## src/rtl/fpwm_pkg.sv

```systemverilog
// Package for the flyback PWM sequencer: timing figures and cycle counts.
// Assumes a 20 MHz core clock; all cycle counts derive from that rate.
package fpwm_pkg;
  localparam int unsigned CLK_HZ          = 20_000_000;
  localparam int unsigned CLK_PERIOD_NS   = 50;
  // Oscillator
  localparam int unsigned FSW_NOM_HZ      = 100_000;
  localparam int unsigned JITTER_PCT      = 4;
  localparam int unsigned JITTER_PERIOD_MS = 4;
  localparam int unsigned PERIOD_NOM_CYC  = CLK_HZ / FSW_NOM_HZ;
  localparam int unsigned PERIOD_DEV_CYC  = PERIOD_NOM_CYC * JITTER_PCT / 100;
  localparam int unsigned PERIOD_MIN_CYC  = PERIOD_NOM_CYC - PERIOD_DEV_CYC;
  localparam int unsigned PERIOD_MAX_CYC  = PERIOD_NOM_CYC + PERIOD_DEV_CYC;
  localparam int unsigned JIT_STEPS       = 2 * PERIOD_DEV_CYC;
  // Jitter period in switching periods, split over up and down sweep
  localparam int unsigned JIT_PERIODS =
    JITTER_PERIOD_MS * (FSW_NOM_HZ / 1000);
  localparam int unsigned JIT_DWELL = JIT_PERIODS / (2 * JIT_STEPS);
  // Max duty 0.75 as numerator over denominator
  localparam int unsigned MAX_DUTY_LIMIT_NUM        = 3;
  localparam int unsigned MAX_DUTY_LIMIT_DEN        = 4;
  // Minimum off-delay after pulse start (round down, at least one cycle)
  localparam int unsigned PULSE_DELAY_NS  = 156;
  localparam int unsigned PULSE_DELAY_CYC =
    (PULSE_DELAY_NS / CLK_PERIOD_NS) < 1 ? 1 : PULSE_DELAY_NS / CLK_PERIOD_NS;
  // Leading edge blanking (least times, round up)
  localparam int unsigned LEB_NORM_NS     = 220;
  localparam int unsigned LEB_BURST_NS    = 180;
  localparam int unsigned LEB_NORM_CYC    =
    (LEB_NORM_NS + CLK_PERIOD_NS - 1) / CLK_PERIOD_NS;
  localparam int unsigned LEB_BURST_CYC   =
    (LEB_BURST_NS + CLK_PERIOD_NS - 1) / CLK_PERIOD_NS;
  // Soft start
  localparam int unsigned SS_STEPS        = 32;
  localparam int unsigned SS_STEP_US      = 300;
  localparam int unsigned SS_STEP_CYC     = CLK_HZ / 1_000_000 * SS_STEP_US;
  localparam int unsigned SS_TOTAL_MS     = 10;
  localparam int unsigned SS_TOTAL_CYC    = CLK_HZ / 1000 * SS_TOTAL_MS;
  // Reset values
  localparam logic [4:0]  SS_CODE_RST     = 5'h00;
endpackage

```

## src/rtl/fpwm_oscillator.sv

```systemverilog
// Jittered fixed-frequency oscillator with max-duty phase output.
// Assumes a synchronous clock; run low holds it at period start.
`timescale 1ns/1ps
module fpwm_oscillator #(
  parameter int unsigned CW = 12
) (
  input  wire logic          i_clk,      // Core clock
  input  wire logic          i_resetn,   // Sync reset, active low
  input  wire logic          i_run,      // Oscillator enabled
  input  wire logic          i_jitter,   // Jitter enabled
  output logic               o_start,    // One-cycle pulse at period start
  output logic               o_on_phase  // High in max-duty charge phase
);
  localparam int unsigned NOM = fpwm_pkg::PERIOD_NOM_CYC;
  localparam int unsigned DEV = fpwm_pkg::PERIOD_DEV_CYC;

  initial begin
    if ((1 << CW) <= fpwm_pkg::PERIOD_MAX_CYC)
      $error("fpwm_oscillator: CW too small for the period");
  end

  logic [CW-1:0] cnt_reg;
  logic [CW-1:0] period_reg;
  logic [CW-1:0] on_len;
  logic [7:0]    dwell_reg;
  logic          up_reg;
  logic          last;

  assign last   = (cnt_reg == period_reg - CW'(1));
  assign on_len = CW'(32'(period_reg) * fpwm_pkg::MAX_DUTY_LIMIT_NUM
                  / fpwm_pkg::MAX_DUTY_LIMIT_DEN);

  // [RULE_15] nominal period counter
  always_ff @(posedge i_clk) begin
    if (!i_resetn || !i_run)
      cnt_reg <= '0;
    else if (last)
      cnt_reg <= '0;
    else
      cnt_reg <= cnt_reg + CW'(1);
  end

  // [RULE_22] triangular period sweep
  always_ff @(posedge i_clk) begin
    if (!i_resetn || !i_jitter) begin
      period_reg <= CW'(NOM);
      up_reg     <= 1'b1;
      dwell_reg  <= '0;
    end else if (last) begin
      if (dwell_reg == 8'(fpwm_pkg::JIT_DWELL - 1)) begin
        dwell_reg <= '0;
        if (up_reg) begin
          if (period_reg == CW'(NOM + DEV)) begin
            up_reg     <= 1'b0;
            period_reg <= period_reg - CW'(1);
          end else
            period_reg <= period_reg + CW'(1);
        end else begin
          if (period_reg == CW'(NOM - DEV)) begin
            up_reg     <= 1'b1;
            period_reg <= period_reg + CW'(1);
          end else
            period_reg <= period_reg - CW'(1);
        end
      end else
        dwell_reg <= dwell_reg + 8'd1;
    end
  end

  // [RULE_17] max duty phase
  always_ff @(posedge i_clk) begin
    if (!i_resetn || !i_run) begin
      o_start    <= 1'b0;
      o_on_phase <= 1'b0;
    end else begin
      o_start    <= (cnt_reg == '0);
      o_on_phase <= (cnt_reg < on_len);
    end
  end
endmodule

```

## src/rtl/fpwm_sequencer.sv

```systemverilog
// Top of the flyback PWM sequencer: UVLO, soft start, pulse latch, gate.
// Assumes comparator inputs already synchronous to the 20 MHz clock.
//
// Operation
// [RULE_01] Startup path charges supply below on threshold
// [RULE_02] Above on: bias on, then startup off (code switches both in the same cycle)
// [RULE_03] Off only below off threshold; clear count
// [RULE_04] Auto-restart: bias off, resume after fault
// [RULE_05] Burst: bias mostly off, reference kept
// [RULE_06] Sense above feedback resets pulse latch
// [RULE_07] Sense amplifier applies fixed gain
// [RULE_08] Ramp switch closed in off phase
// [RULE_09] Gate held off fixed delay after start
// [RULE_10] Either comparator may end the pulse
// [RULE_11] Soft start begins at on threshold
// [RULE_12] Counter steps soft-start limit in 32 steps
// [RULE_13] Soft start ends at fixed time
// [RULE_14] Soft start reruns each restart attempt
// [RULE_15] Oscillator 100 kHz with jitter
// [RULE_16] Jitter only after soft start ends
// [RULE_17] Maximum duty cycle limited to 0.75
// [RULE_18] Oscillator sets latch; comparators clear it
// [RULE_19] Latch reset turns gate off at once
// [RULE_20] Gate low while supply below lockout
// [RULE_21] Blank sensing, shorter in burst
// [RULE_22] Jitter is triangular sweep
// [RULE_23] Latch reset wins over set
`timescale 1ns/1ps
module fpwm_sequencer #(
  parameter int unsigned SS_STEP_CYC  = fpwm_pkg::SS_STEP_CYC,
  parameter int unsigned SS_TOTAL_CYC = fpwm_pkg::SS_TOTAL_CYC
) (
  input  wire logic       I_CLK,          // 20 MHz clock
  input  wire logic       I_RESETN,       // Sync reset, active low
  input  wire logic       I_SUPPLY_ON,    // Supply above on threshold
  input  wire logic       I_SUPPLY_OFF,   // Supply below off threshold
  input  wire logic       I_AUTO_RESTART, // Fault: auto-restart active
  input  wire logic       I_BURST,        // Active burst mode
  input  wire logic       I_BURST_IDLE,   // Burst gap, no switching
  input  wire logic       I_PWM_CMP,      // Amplified sense above feedback
  input  wire logic       I_SS_CMP,       // Ramp above soft-start limit
  input  wire logic       I_ILIM_CMP,     // Sense above current limit
  output logic            O_STARTUP_EN,   // Startup charge path on
  output logic            O_BIAS_EN,      // Internal bias on
  output logic            O_VREF_EN,      // Voltage reference on
  output logic            O_SENSE_AMP_EN, // Sense amplifier gain active
  output logic            O_BLANK,        // Sense path blanked
  output logic            O_RAMP_RESET,   // Ramp reset switch closed
  output logic [4:0]      O_SS_CODE,      // Soft-start sink code
  output logic            O_SS_SINK_EN,   // Soft-start current sink on
  output logic            O_SS_DONE,      // Soft start finished
  output logic            O_GATE          // Gate drive
);
  initial begin
    if (SS_STEP_CYC < 1 || SS_TOTAL_CYC < SS_STEP_CYC)
      $error("fpwm_sequencer: soft-start counts out of range");
  end

  typedef enum logic [3:0] {
    FPWM_OFF     = 4'b0001,
    FPWM_BIASUP  = 4'b0010,
    FPWM_RUN     = 4'b0100,
    FPWM_RESTART = 4'b1000
  } fpwm_state_t;

  fpwm_state_t state_reg;
  logic [23:0] ss_tick_reg;
  logic [23:0] ss_time_reg;
  logic [4:0]  ss_code_reg;
  logic        ss_done_reg;
  logic        latch_reg;
  logic [3:0]  delay_reg;
  logic [3:0]  blank_reg;
  logic        osc_run;
  logic        osc_start;
  logic        osc_on;
  logic        terminate;
  logic        running;

  assign running = (state_reg == FPWM_RUN) && !I_BURST_IDLE;
  assign osc_run = (state_reg == FPWM_RUN);

  // [RULE_02] bias on and startup off in the same cycle
  // [RULE_03] off only on off threshold
  always_ff @(posedge I_CLK) begin
    if (!I_RESETN)
      state_reg <= FPWM_OFF;
    else begin
      unique case (state_reg)
        FPWM_OFF:
          if (I_SUPPLY_ON) state_reg <= FPWM_BIASUP;
        FPWM_BIASUP:
          if (I_SUPPLY_OFF) state_reg <= FPWM_OFF;
          else state_reg <= FPWM_RUN;
        FPWM_RUN:
          if (I_SUPPLY_OFF) state_reg <= FPWM_OFF;
          else if (I_AUTO_RESTART) state_reg <= FPWM_RESTART;
        FPWM_RESTART:
          // [RULE_04] recovery without line cycling
          if (I_SUPPLY_OFF) state_reg <= FPWM_OFF;
          else if (!I_AUTO_RESTART) state_reg <= FPWM_BIASUP;
        default:
          state_reg <= FPWM_OFF;
      endcase
    end
  end

  // [RULE_01] startup path below on
  // [RULE_05] bias off in burst gaps
  always_ff @(posedge I_CLK) begin
    if (!I_RESETN) begin
      O_STARTUP_EN   <= 1'b1;
      O_BIAS_EN      <= 1'b0;
      O_VREF_EN      <= 1'b0;
      O_SENSE_AMP_EN <= 1'b0;
    end else begin
      O_STARTUP_EN   <= (state_reg == FPWM_OFF);
      O_BIAS_EN      <= (state_reg == FPWM_BIASUP) || running;
      O_VREF_EN      <= (state_reg == FPWM_BIASUP) ||
                        (state_reg == FPWM_RUN);
      // [RULE_07] gain stage on only while running, not in bias-up
      O_SENSE_AMP_EN <= running;
    end
  end

  // [RULE_11] soft start from switch-on
  // [RULE_12] step every interval
  // [RULE_14] rerun on restart
  always_ff @(posedge I_CLK) begin
    if (!I_RESETN || state_reg != FPWM_RUN) begin
      ss_tick_reg <= '0;
      ss_time_reg <= '0;
      ss_code_reg <= fpwm_pkg::SS_CODE_RST;
      ss_done_reg <= 1'b0;
    end else if (!ss_done_reg) begin
      ss_time_reg <= ss_time_reg + 24'd1;
      if (ss_tick_reg == 24'(SS_STEP_CYC - 1)) begin
        ss_tick_reg <= '0;
        if (ss_code_reg != 5'(fpwm_pkg::SS_STEPS - 1))
          ss_code_reg <= ss_code_reg + 5'd1;
      end else
        ss_tick_reg <= ss_tick_reg + 24'd1;
      // [RULE_13] finish at fixed time
      if (ss_time_reg == 24'(SS_TOTAL_CYC - 1))
        ss_done_reg <= 1'b1;
    end
  end

  always_ff @(posedge I_CLK) begin
    if (!I_RESETN) begin
      O_SS_CODE    <= fpwm_pkg::SS_CODE_RST;
      O_SS_SINK_EN <= 1'b0;
      O_SS_DONE    <= 1'b0;
    end else begin
      O_SS_CODE    <= ss_code_reg;
      O_SS_SINK_EN <= osc_run && !ss_done_reg;
      O_SS_DONE    <= ss_done_reg;
    end
  end

  // [RULE_16] jitter gated by soft start
  fpwm_oscillator #(
    .CW (12)
  ) u_osc (
    .i_clk      (I_CLK),
    .i_resetn   (I_RESETN),
    .i_run      (osc_run),
    .i_jitter   (ss_done_reg),
    .o_start    (osc_start),
    .o_on_phase (osc_on)
  );

  // [RULE_21] blanking length by mode
  always_ff @(posedge I_CLK) begin
    if (!I_RESETN || !running)
      blank_reg <= '0;
    else if (osc_start)
      blank_reg <= I_BURST ? 4'(fpwm_pkg::LEB_BURST_CYC)
                           : 4'(fpwm_pkg::LEB_NORM_CYC);
    else if (blank_reg != '0)
      blank_reg <= blank_reg - 4'd1;
  end

  // [RULE_06] feedback compare ends pulse
  // [RULE_10] soft-start compare also ends
  assign terminate = (blank_reg == '0) && !osc_start &&
                     (I_PWM_CMP || I_SS_CMP || I_ILIM_CMP);

  // [RULE_18] oscillator sets latch
  // [RULE_23] reset beats set
  always_ff @(posedge I_CLK) begin
    if (!I_RESETN || !running)
      latch_reg <= 1'b0;
    else if (terminate || !osc_on)
      latch_reg <= 1'b0;
    else if (osc_start && !(I_PWM_CMP || I_SS_CMP || I_ILIM_CMP))
      latch_reg <= 1'b1;
  end

  // [RULE_09] minimum off delay
  always_ff @(posedge I_CLK) begin
    if (!I_RESETN || !running)
      delay_reg <= '0;
    else if (osc_start)
      delay_reg <= 4'(fpwm_pkg::PULSE_DELAY_CYC);
    else if (delay_reg != '0)
      delay_reg <= delay_reg - 4'd1;
  end

  // [RULE_19] gate off when latch reset
  // [RULE_20] gate low under lockout
  always_ff @(posedge I_CLK) begin
    if (!I_RESETN) begin
      O_GATE       <= 1'b0;
      O_BLANK      <= 1'b1;
      O_RAMP_RESET <= 1'b1;
    end else begin
      // Drop with the on phase, not one cycle after the latch clears
      O_GATE       <= running && latch_reg && !terminate && osc_on &&
                      delay_reg == '0 && !I_SUPPLY_OFF;
      O_BLANK      <= blank_reg != '0 || osc_start;
      // [RULE_08] ramp switch follows off phase
      O_RAMP_RESET <= !osc_on;
    end
  end
endmodule

```

## config.mk

```make
export PLATFORM = sky130hd
export DESIGN_NAME = fpwm_sequencer
export DESIGN_NICKNAME = d
export VERILOG_FILES = /design/src/rtl/fpwm_pkg.sv /design/src/rtl/fpwm_oscillator.sv /design/src/rtl/fpwm_sequencer.sv
export SDC_FILE = /design/constraint.sdc
export NUM_CORES = 1
export LEC_CHECK = 0
export BUFFER_PORTS_ARGS = -buffer_cell sky130_fd_sc_hd__buf_2
export CORE_ASPECT_RATIO = 1.2
export CORE_MARGIN = 2
export CORE_UTILIZATION = 35
export CTS_CLUSTER_DIAMETER = 60
export CTS_CLUSTER_SIZE = 10
export DETAILED_ROUTE_END_ITERATION = 6
export PLACE_DENSITY_LB_ADDON = 0.05
export SYNTH_ARGS = -nofsm -noshare
export SYNTH_HDL_FRONTEND = slang
export SYNTH_SLANG_ARGS = --single-unit
```

## constraint.sdc

```tcl
create_clock -name I_CLK -period 3.4 [get_ports I_CLK]
set_input_delay 0.34 -clock I_CLK [delete_from_list [all_inputs] [get_ports I_CLK]]
set_output_delay 0.34 -clock I_CLK [all_outputs]
set_load 0.05 [all_outputs]
```

==> results, run 1 <==
- The flow ran to the end, and the final reports show no timing, DRC or antenna violations.
- Of the available clock period, the critical path in the final layout requires 92.3%.
- The final period demand of the worst path is 3.14 ns.
- The number of placement rows is 54.
- The share of synthesized area occupied by flip-flops and latches is 35.9%.
- The starting DRC count in detailed routing is 277.
- The category of the worst setup path capture point is a flop.
- The maximum number of pins on one net before global-route repair is 33.
- The overall power after layout is 3.42 mW.
- The net count of the mapped netlist is 814.
- The area share of the largest cell type after synthesis is 35.9%.
- The detail-routed via count per cell is 5.13.
- The pre-CTS setup slack is 0.280 ns.
- In this run the worst path has a maximum fanout of 6.
- The actual transition at the worst max-transition pin is 0.796 ns.
- The clock-pin slew of the registers on the worst-case setup and hold paths is 0.06 ns.
- The post-layout utilization of the core is 41.0%.
- The final hold violation count came to 0.
- For this design the ratio of total power to cell area is 459 nW/um2.
- The initial antenna violation count was 0.
- The cell type with the largest total area after synthesis is dfxtp_1.
- The sum of overflow across all layers after global routing is 0.
- The synthesis warning total is 0.
- The library cell contributing the largest single delay on the critical path is fa_1.
- Each instance of the synthesized netlist takes up on average 8.61 um2.
- The number of global-route vias before repair is 4,959.
- The maximum cell stage delay along the critical path is 0.44 ns.
- The number of max-capacitance violations reported is 0.
- The multi-input combinational cells in the finished layout cover a total of 3920 um2.
- Traced cell by cell, the critical path runs through ha_1 > fa_1 > a21o_1 > a21oi_1 > o21ai_0 > o211ai_1 > nand2b_1 > a21oi_1 > xor2_1 > ha_1 > a21o_1 > a211o_1 > a41oi_1.
- The number of pins with negative max-slew slack in the final report was 0.
- The total setup violations reported at the end of the flow is 0.
- After synthesis, the cell types taking the most area are dfxtp_1, ha_1, xor2_1.
- Adding up every negative setup slack in the final design gives 0 ns.
- The category of the worst setup path launch point is a flop.
- CTS saw 116 sinks.
- Global routing consumed, over all layers together, 15.7% of the routing resources.
- After clock tree synthesis, the flow added hold-fix buffers numbering 0.
- The number of register bits inferred by synthesis is 116.
- The final worst setup slack is 0.260 ns.
- The sequential cell area is 2320 um2.
- Data on the critical path is required at its endpoint by 3.73 ns.
- The floorplan die width is 128 um.
- The global-route wire length before repair is 24,400 um.
- The clock insertion delay at the later pin of the skew report is 0.42 ns.
- The maximum clock frequency is 0.319 GHz.
- The number of different library cells in the post-synthesis netlist is 61.
- The largest voltage drop on the vdd net is 0.331 mV.
- The detailed-routing iteration count for the pre-antenna-repair pass is 4.
- The detailed-route wire length per cell is 14.7 um.
- The height of the die is 153 um.
- The proportion of synthesized flip-flops having asynchronous set or reset is 0%.
- The number of DRC violations after detailed routing is 0.
- In the final layout, the share of cells above drive strength 1 is 9.25%.
- Counting tap cells, the placed design contains a total of 981 instances.
- The number of flops mapped to enable cells by yosys is 0.
- The congestion estimate from routability-driven global placement came to 0.819.
- The repair_antennas step left the layout with diodes totalling 0.
- The initial utilization of the core area, before any placement, comes to 35.6%.
- Setup repair after global routing left no endpoint under its margin.
- The critical path class is reg -> reg.
- Summed over all cells, the static leakage comes to 2.82 nW.
- Fill cells in the final layout number 1,787.
- The area added between synthesis and finish is 15.2%.
- The maximum level of the CTS H-tree is 4.
- The number of non-filler instances in the completed layout is 1,013.
- Headroom to the max-slew limit came out at 46.8%.
- The setup check on the worst reg-to-reg path leaves a slack of 0.26 ns.
- After legalization and detailed placement, the total HPWL measured 10,600 um.
- The count of nets left with antenna violations once routing finished came out at 0.
- The routed layout has 5,193 vias.
- The number of clock buffers added by TritonCTS is 17.
- The synthesized area is 6470 um2.
- The most used flip-flop cell after synthesis is dfxtp_1.
- Input and output buffers added on the ports amount to 23.
- The routed wire length is 14,800 um.
- The post-synthesis instance total is 751.
- The I/O pin count is 24.
- The data arrival time at the worst-slack endpoint is 3.47 ns.
- The floorplan step defined a core boundary enclosing 18,200 um2.
- The class of the tightest hold or removal check is in -> reg.
- The maximum count of clock buffers along a single path is 2.
- The die covers 19,600 um2.
- TritonCTS built the clock tree.
- The cell chosen for the clock root is clkbuf_16.
- The clock arrives with 0.0136 ns of skew.
- At the end of the flow, the number of nets in the layout was 839.
[where the power goes]
part	internal, mW	switching, mW	total, mW	leakage, nW
Sequential	1.37	0.0154	1.39	0.935
Clock	1.29	0.657	1.95	0.318
Combinational	0.0325	0.0524	0.0850	1.57
Total	2.69	0.725	3.42	2.82
[metrics by stage]
stage | hold slack [ns] | cell area (um2)
6_report | 0.150 | 7450
5_1_grt | 0.144 | 7450
4_1_cts | 0.124 | 7440
3_5_place_dp | 0.388 | 6800
3_3_place_gp | 0.384 | 6800
2_1_floorplan | 0.363 | 6470
[final cells by class]
type | instances | share of cell area [%]
Clock inverter | 11 | 2.33
Multi-Input combinational cell | 579 | 52.6
Sequential cell | 116 | 31.2
Inverter | 33 | 1.66
Clock buffer | 21 | 6.31
Timing Repair Buffer | 29 | 2.15
Tap cell | 224 | 3.76
[metal layers]
| layer | track usage [%] | share of wire (%) |
|---|---|---|
| met5 | 0 | 0 |
| met4 | 7.01 | 1.4 |
| met3 | 3.40 | 2.8 |
| met2 | 26.1 | 47 |
| met1 | 19.5 | 48 |
[path summary, 6_finish.rpt]
check                      startpoint                to  depth (start not counted)
setup / recovery  u_osc.period_reg[1]  u_osc.o_on_phase                         13
setup reg to reg  u_osc.period_reg[1]  u_osc.o_on_phase                         13
hold / removal           I_SUPPLY_OFF            O_GATE                          2
hold reg to reg      u_osc.o_on_phase      O_RAMP_RESET                          1
[synthesized netlist by cell type, types with 14 or more instances]
master,instances
dfxtp_1,116
nor2_1,108
ha_1,52
nand2_1,48
xor2_1,48
xnor2_1,44
inv_1,33
nand3_1,32
a21oi_1,25
nor3_1,18
o21ai_0,18
nand4_1,17
clkbuf_1,16
nor4_1,14
[placed cells by master, fill, tap and decap left out, types with 5 or more instances in the layout]
cell       count
dfxtp_1      116
nor2_1       108
ha_1          52
nand2_1       48
xor2_1        48
xnor2_1       44
inv_1         33
nand3_1       32
a21oi_1       25
buf_2         23
o21ai_0       18
nor3_1        18
nand4_1       17
clkbuf_16     17
nor4_1        14
and2_1        13
and3_1        11
or3_1         11
nand2b_1      11
a31oi_1       11
nor2b_1        9
a21o_1         7
mux2i_1        7
buf_4          6
o211ai_1       5
or4_1          5
[logic make-up after synthesis]
group / after synthesis / share of synthesized area, %
AO/OA/AOI/OAI: 104 / 10.9
XOR/XNOR: 93 / 12.8
adder cells (fa/ha/maj): 53 / 10.4
buffers and inverters: 56 / 3.60
flip-flops: 116 / 35.9
multiplexers: 8 / 1.26
AND/OR/NAND/NOR: 321 / 25.2
[worst max-delay path: cells and delay by family (launching register included)]
kind	cells	cell delay [ns]
AO/OA/AOI/OAI	8	1.65
adder cells (fa/ha/maj)	3	0.90
flip-flops	1	0.34
XOR/XNOR	1	0.09
AND/OR/NAND/NOR	1	0.08
[timing repair]
action                                  CTS  global route
resized for setup                         0             1
setup buffers                             0             0
endpoints found under the setup margin    0             1
No activity file was read; power rests on OpenSTA's default activity.
==> inputs of run 2 (changes only) <==
--- a/config.mk
+++ b/config.mk
@@ -5,13 +5,13 @@
 export SDC_FILE = /design/constraint.sdc
 export NUM_CORES = 1
 export LEC_CHECK = 0
-export BUFFER_PORTS_ARGS = -buffer_cell sky130_fd_sc_hd__buf_2
-export CORE_ASPECT_RATIO = 1.2
 export CORE_MARGIN = 2
 export CORE_UTILIZATION = 35
 export CTS_CLUSTER_DIAMETER = 60
 export CTS_CLUSTER_SIZE = 10
 export DETAILED_ROUTE_END_ITERATION = 6
+export DONT_BUFFER_PORTS = 1
+export HOLD_SLACK_MARGIN = 0.15
 export PLACE_DENSITY_LB_ADDON = 0.05
 export SYNTH_ARGS = -nofsm -noshare
 export SYNTH_HDL_FRONTEND = slang
==> run 2 against run 1 <==
Compared with the run above: power fell by 5.9%; routed wire length down 1.8%; sequential share of layout area is 0.44 points higher; sequential power about the same; flip-flop and latch count stayed put; setup slack worse by 0.034 ns; fmax decreased by 1.1%; core utilization is 0.23 points lower; via count decreased by 1.2%; final cell count shrank 0.99%; critical endpoint unchanged.
==> results, run 2 (same netlist as run 1, synthesis figures left out) <==
- The post-route standard cell area excluding fillers was 7350 um2 (-1.4%).
- The number of hold-repair buffers added at the cts stage was 5 (+5).
- The via count is 5,132 (-1.2%).
- The number of nets still failing antenna checks after routing came to 0 (unchanged).
- The library cells used most frequently in the layout, excluding fill and tap cells, are dfxtp_1, nor2_1, ha_1, nand2_1, xor2_1.
- The number of pins with negative max-slew slack in the final report was 0 (unchanged).
- The standby leakage power is 2.72 nW (-3.6%).
- The sum of overflow across all layers after global routing was 0 (unchanged).
- The net total in the final layout was 825 (-1.7%).
- The number of port buffers is 0 (-100%).
- The height of the die is 140 um (-8.5%).
- The diode insertion count for antenna repair came to 0 (unchanged).
- The highest metal layer with signal wires is met4.
- The total half-perimeter wirelength after legalization and detailed placement is 10,500 um (-1.4%).
- The die outline area came to 19,600 um2 (about the same).
- The critical path goes through ha_1 > fa_1 > a21o_1 > a21oi_1 > o21ai_0 > o211ai_1 > nand2b_1 > a21oi_1 > xor2_1 > ha_1 > a21o_1 > a211o_1 > a41oi_1.
- The power per standard cell area is 438 nW/um2 (-4.5%).
- The maximum count of clock buffers along a single path is 2 (unchanged).
- The run finished with clean final reports.
- The count of buffers added by post-CTS timing repair for setup is 0 (unchanged).
- The library cell used most frequently in the layout, excluding fill and tap cells, is dfxtp_1.
- The final worst clock skew is 0.00488 ns (-0.00872 ns).
- The number of placed instances with taps included was 967 (-1.4%).
- The total global-route track usage is 15.5% (-0.26 points).
- The number of non-filler instances in the completed layout was 1,003 (-0.99%).
- The number of global-route vias before repair is 5,033 (+1.5%).
- The post-layout utilization of the core came to 40.8% (-0.23 points).
- The maximum cell stage delay along the critical path is 0.43 ns (about the same).
- The library cell contributing the largest single delay on the critical path is fa_1.
- The clock-pin slew of the registers on the worst-case setup and hold paths was 0.05 ns (about the same).
- The ratio of cells with drive above 1 in the final layout is 6.59% (-2.7 points).
- Compared with the post-synthesis result, the final layout area differs by 13.6%.
- The TritonCTS clock tree is built.
- The largest voltage drop on the vdd net is 0.342 mV (+3.4%).
- The required time of the worst setup path was 3.73 ns (about the same).
- The met2 wirelength from detailed routing is 6490 um (-7.7%).
- The maximum number of pins on one net before global-route repair is 33 (unchanged).
- The wire length the detailed router placed on met1 is 7430 um (+3.3%).
- The starting DRC count in detailed routing is 294 (+6.1%).
- The start of the worst register-to-register path is u_osc.period_reg[1].
- STA classifies the critical path endpoint as a flop.
- The maximum clock frequency is 0.315 GHz (-1.1%).
- The placed instance area was 6720 um2 (-1.2%).
- The number of placement rows is 49 (-9.3%).
- The category of the worst setup path launch point is a flop.
- The global-route wire length before repair was 24,300 um (-0.31%).
- The clock sink total was 116 (unchanged).
- The final cycle utilization of the critical path came to 93.3% (+1.0 points).
- The detailed-routing iteration count for the pre-antenna-repair pass was 4 (unchanged).
- The final worst setup slack was 0.226 ns (-0.0342 ns).
- The total setup violations reported at the end of the flow is 0 (unchanged).
- The final hold violation count came to 0 (unchanged).
- The I/O pin count was 24 (unchanged).
- The number of DRC violations after detailed routing came to 0 (unchanged).
- The starting density of the core is 35.9% (+0.30 points).
- In this run the clock root is driven by a clkbuf_16.
- Setup repair after global routing left no endpoint under its margin.
- The final setup TNS is 0 ns (unchanged).
- The routed wire length is 14,600 um (-1.8%).
- The actual transition at the worst max-transition pin came to 0.799 ns (+0.00321 ns).
- The pre-CTS setup slack is 0.273 ns (-0.00737 ns).
- The floorplan die width came to 140 um (+9.2%).
- The maximum level of the CTS H-tree was 4 (unchanged).
- The met3 layer wire length in the routed design is 418 um (+0.48%).
- The number of buffers inserted during clock tree synthesis came to 17 (unchanged).
- The number of resized instances in the post-cts repair step is 0 (unchanged).
- The worst setup path is of the reg -> reg kind.
- The clock insertion delay at the later pin of the skew report was 0.41 ns (about the same).
- The min-delay analysis places its worst path in the category in -> reg.
- The detailed-route wire length per cell came to 14.5 um (-0.80%).
- In this run the most critical hold path is launched from I_ILIM_CMP.
- The overall power after layout is 3.22 mW (-5.9%).
- The routability-driven placement congestion ratio is 0.849 (+3.8%).
- The area of the core region was 18,000 um2 (-0.83%).
- The maximum fanout encountered on the critical timing path was 6 (unchanged).
- The final period demand of the worst path is 3.17 ns (+0.0342 ns).
- The number of max-capacitance violations reported was 0 (unchanged).
- The data arrival time at the worst-slack endpoint is 3.50 ns (+0.03 ns).
- The worst hold slack is 0.188 ns (+0.0384 ns).
- The detail-routed via count per cell is 5.12 (-0.19%).
- The initial antenna violation count is 0 (unchanged).
- The remaining max-slew budget at the tightest pin came to 46.6% (-0.21 points).
- In this run the worst setup path begins at u_osc.period_reg[1].
-- run 2: cell count changes in the layout (fill, tap and decap cells not counted), sizes merged --
cell and delta:
buf -19, bufinv -2, clkbuf +1, clkinv -1, clkinvlp +2, dlygate4sd3 +5, inv -1
-- run 2: final cells by class --
class                           instances  area [um2]
Clock buffer                           22         474
Clock inverter                          9         104
Fill cell                            1855       10700
Inverter                               33         124
Multi-Input combinational cell        579        3910
Sequential cell                       116        2320
Tap cell                              229         287
Timing Repair Buffer                   15         125
-- run 2: path summary, 6_finish.rpt --
kind              cells after the start               end  slack (ns)
hold reg to reg                       1      O_RAMP_RESET        0.41
hold / removal                        3         latch_reg        0.19
setup / recovery                     13  u_osc.o_on_phase        0.23
setup reg to reg                     13  u_osc.o_on_phase        0.23
-- run 2: worst max-delay path: cells and delay by family (launching register included) --
family	cells	cell delay, ns
DFF	1	0.35
AOI/OAI and AO/OA	8	1.67
adders and majority gates	3	0.90
xor gates and xnor gates	1	0.09
and+or+nand+nor	1	0.09
-- run 2: report_power, final --
group	internal [mW]	switching, mW	leakage, nW	total, mW
Clock	1.13	0.625	0.282	1.75
Sequential	1.37	0.0332	0.935	1.41
Combinational	0.0295	0.0317	1.50	0.0612
Total	2.53	0.689	2.72	3.22
-- run 2: metal layers --
metal	global-route usage (%)	up-vias
li1	-	2639
met1	20.2	2415
met2	24.7	58
met3	4.38	20
met4	5.11	0
met5	0	-
==> inputs of run 3 (changes only) <==
--- a/config.mk
+++ b/config.mk
@@ -6,7 +6,7 @@
 export NUM_CORES = 1
 export LEC_CHECK = 0
 export CORE_MARGIN = 2
-export CORE_UTILIZATION = 35
+export CORE_UTILIZATION = 45
 export CTS_CLUSTER_DIAMETER = 60
 export CTS_CLUSTER_SIZE = 10
 export DETAILED_ROUTE_END_ITERATION = 6
@@ -15,4 +15,5 @@
 export PLACE_DENSITY_LB_ADDON = 0.05
 export SYNTH_ARGS = -nofsm -noshare
 export SYNTH_HDL_FRONTEND = slang
+export SYNTH_HIERARCHICAL = 1
 export SYNTH_SLANG_ARGS = --single-unit
==> constraint.sdc (replaced) <==
create_clock -name I_CLK -period 3.4 [get_ports I_CLK]
set_input_delay 0.51 -clock I_CLK [delete_from_list [all_inputs] [get_ports I_CLK]]
set_output_delay 0.51 -clock I_CLK [all_outputs]
set_load 0.05 [all_outputs]
==> run 3 against run 2 <==
Compared with the run above: die area shrank 16%; clock-buffer cell count unchanged; setup slack better by 0.018 ns; critical path depth grew 1; first-iteration DRC count grew 38%; power down 3.3%; core utilization is 9.9 points higher; combinational power decreased by 31%; sequential share of layout area down 1.2 points; design area rose by 4.0%; largest power group unchanged.
==> results, run 3 <==
- The number of global-route vias before repair was 5,339 (+6.1%).
- The clock insertion delay at the later pin of the skew report is 0.42 ns (about the same).
- The I/O pin count is 24 (unchanged).
- Relative to the synthesized area, the layout overhead comes to 10.6%.
- The synthesis warning total is 6 (+6).
- The total setup violations reported at the end of the flow is 0 (unchanged).
- The global-route wire length before repair is 26,400 um (+8.4%).
- The total half-perimeter wirelength after legalization and detailed placement is 11,400 um (+9.2%).
- The number of DRC violations after detailed routing is 0 (unchanged).
- The final period demand of the worst path came to 3.16 ns (-0.0176 ns).
- The library cell used most frequently in the layout, excluding fill and tap cells, is dfxtp_1.
- The final setup TNS came to 0 ns (unchanged).
- The clock-pin slew of the registers on the worst-case setup and hold paths is 0.06 ns (about the same).
- The clock sink total was 116 (unchanged).
- The power per standard cell area came to 407 nW/um2 (-7.0%).
- Setup repair after global routing left no endpoint under its margin.
- The proportion of synthesized flip-flops having asynchronous set or reset is 0% (unchanged).
- The final hold violation count is 0 (unchanged).
- By instance count, the leading cell after synthesis is dfxtp_1.
- The number of nets still failing antenna checks after routing is 0 (unchanged).
- The data arrival time at the worst-slack endpoint is 3.50 ns (about the same).
- The category of the worst setup path capture point is a flop.
- The number of max-capacitance violations reported is 0 (unchanged).
- The floorplan die width is 128 um (-8.6%).
- In this run the clock root is driven by a clkbuf_16.
- The starting density of the core is 45.8% (+9.9 points).
- The detailed-routing iteration count for the pre-antenna-repair pass is 4 (unchanged).
- The maximum cell stage delay along the critical path is 0.41 ns (-0.02 ns).
- The maximum clock frequency is 0.317 GHz (+0.56%).
- The largest total area in the synthesized netlist belongs to dfxtp_1.
- Leaving out fill and tap cells, the most frequent cells in the layout are dfxtp_1, nor2_1, nand2_1, ha_1, a21oi_1.
- The post-synthesis instance total is 799 (+6.4%).
- The required time of the worst setup path is 3.75 ns (+0.02 ns).
- The height of the die is 128 um (-8.6%).
- In this design, the largest share of critical-path delay is due to compound AO/OA/AOI/OAI gates.
- Traced cell by cell, the critical path runs through ha_1 > fa_1 > a21o_1 > a21oi_2 > o211ai_1 > a41o_1 > a21oi_1 > xor2_1 > ha_1 > a21o_1 > a21o_1 > a211oi_2 > o21ai_0 > o21ai_0.
- The share of synthesized area occupied by flip-flops and latches is 33.6% (-2.3 points).
- The diode insertion count for antenna repair was 0 (unchanged).
- The number of buffers inserted during clock tree synthesis is 17 (unchanged).
- The number of different library cells in the post-synthesis netlist came to 78 (+28%).
- The area of the core region is 15,100 um2 (-16%).
- STA classifies the critical path startpoint as a flop.
- TritonCTS built the clock tree.
- The final cycle utilization of the critical path is 92.8% (-0.52 points).
- The actual transition at the worst max-transition pin is 0.684 ns (-0.115 ns).
- The maximum level of the CTS H-tree came to 4 (unchanged).
- The largest voltage drop on the vdd net was 0.349 mV (+2.0%).
- The sum of overflow across all layers after global routing is 0 (unchanged).
- The tightest min-delay check is of the in -> reg type.
- The standby leakage power is 2.84 nW (+4.5%).
- The area share of the largest cell type after synthesis is 33.6% (-2.3 points).
- The detail-routed via count per cell came to 5.73 (+12%).
- The number of placement rows is 45 (-8.2%).
- The critical path class is reg -> reg.
- The synthesized area is 6910 um2 (+6.9%).
- The final worst clock skew is 0.0169 ns (+0.0120 ns).
- The initial antenna violation count is 0 (unchanged).
- The detailed-route wire length per cell was 15.9 um (+9.4%).
- The number of port buffers came to 0 (unchanged).
- The remaining max-slew budget at the tightest pin is 54.0% (+7.4 points).
- The net count of the mapped netlist is 859 (+5.5%).
- The layout filler cell count is 1,416 (-24%).
- The net total in the final layout was 858 (+4.0%).
- The worst hold slack is 0.168 ns (-0.0199 ns).
- The maximum fanout encountered on the critical timing path came to 2 (-4).
- The starting DRC count in detailed routing is 406 (+38%).
- The total global-route track usage is 20.1% (+4.6 points).
- The via count is 5,729 (+12%).
- The library cell contributing the largest single delay on the critical path is fa_1.
- The maximum count of clock buffers along a single path was 2 (unchanged).
- In the synthesized netlist, the cells that appear most often are dfxtp_1, nor2_1, nand2_1.
- The maximum number of pins on one net before global-route repair is 25 (-24%).
- The die outline area came to 16,400 um2 (-16%).
- The ratio of cells with drive above 1 in the final layout was 8.01% (+1.4 points).
- The number of pins with negative max-slew slack in the final report came to 0 (unchanged).
- By area the synthesized netlist is led by dfxtp_1, ha_1, xnor2_1.
- Among the stages of the critical path, the cell type that occurs most often is a21o_1.
- The number of register bits inferred by synthesis is 116 (unchanged).
- The synthesized area divided by synthesized cell count is 8.65 um2 (+0.45%).
- The number of flops mapped to enable cells by yosys is 0 (unchanged).
- The count of buffers added by post-CTS timing repair for setup is 0 (unchanged).
- The run finished with clean final reports.
- The routability-driven placement congestion ratio is 0.868 (+2.1%).
- The number of buffers and inverters on the critical path is 0 (unchanged).
- The routed wire length is 15,900 um (+9.0%).
- The leading register cell type out of synthesis is dfxtp_1.
==> run 3: layer usage <==
| metal | GRT usage (%) | wire (um) |
|---|---|---|
| met2 | 32.8 | 7470 |
| met4 | 6.98 | 275 |
| met3 | 4.67 | 501 |
| met1 | 26.2 | 7650 |
| met5 | 0 | 0 |
==> run 3: final timing paths <==
path / slack (ns) / start / to / depth (start not counted)
max: 0.24 / u_osc/period_reg[0] / u_osc/o_on_phase / 14
min: 0.17 / I_SUPPLY_OFF / state_reg[2] / 1
max reg2reg: 0.24 / u_osc/period_reg[0] / u_osc/o_on_phase / 14
min reg2reg: 0.45 / u_osc/o_on_phase / O_RAMP_RESET / 1
==> run 3: final cells by class <==
cell class	instances	area (um2)	share of cell area [%]
clock buffer	22	464	6.07
sequential	116	2320	30.4
clock inverter	10	82.6	1.08
timing repair buffer	17	130	1.70
multi-input combinational	611	4270	55.9
inverter	35	136	1.78
tap	188	235	3.08
==> run 3: through the flow <==
step	worst slack (ns)	instance area, um2	utilization, %	cells	total power, mW
final	0.244	7640	50.6	999	3.11
after global routing	0.0255	7640	50.6	999	3.22
after CTS	0.105	7630	50.6	999	3.16
after detailed placement	0.119	7080	46.9	966	1.47
after global placement	0.226	7080	46.9	966	1.47
after floorplan	0.271	6910	-	799	1.46
==> run 3: power by group <==
group	switching (mW)	leakage, nW	internal [mW]	total (mW)
Clock	0.639	0.265	1.03	1.67
Combinational	0.0206	1.64	0.0215	0.0421
Sequential	0.0284	0.936	1.37	1.40
Total	0.688	2.84	2.42	3.11
==> run 3: cells by family after synthesis <==
kind of cell               synth area share [%]
xor gates and xnor gates                   8.36
DFF                                        33.6
buffers and inverters                      4.76
and+or+nand+nor                            26.4
muxes                                      2.77
AOI/OAI and AO/OA                          15.0
adders and majority gates                  9.16
==> run 3: timing repair <==
item                                   CTS  global route
setup endpoints to repair                0             1
hold buffers                             1             0
resized for setup                        0             3
endpoints found under the hold margin    1             0
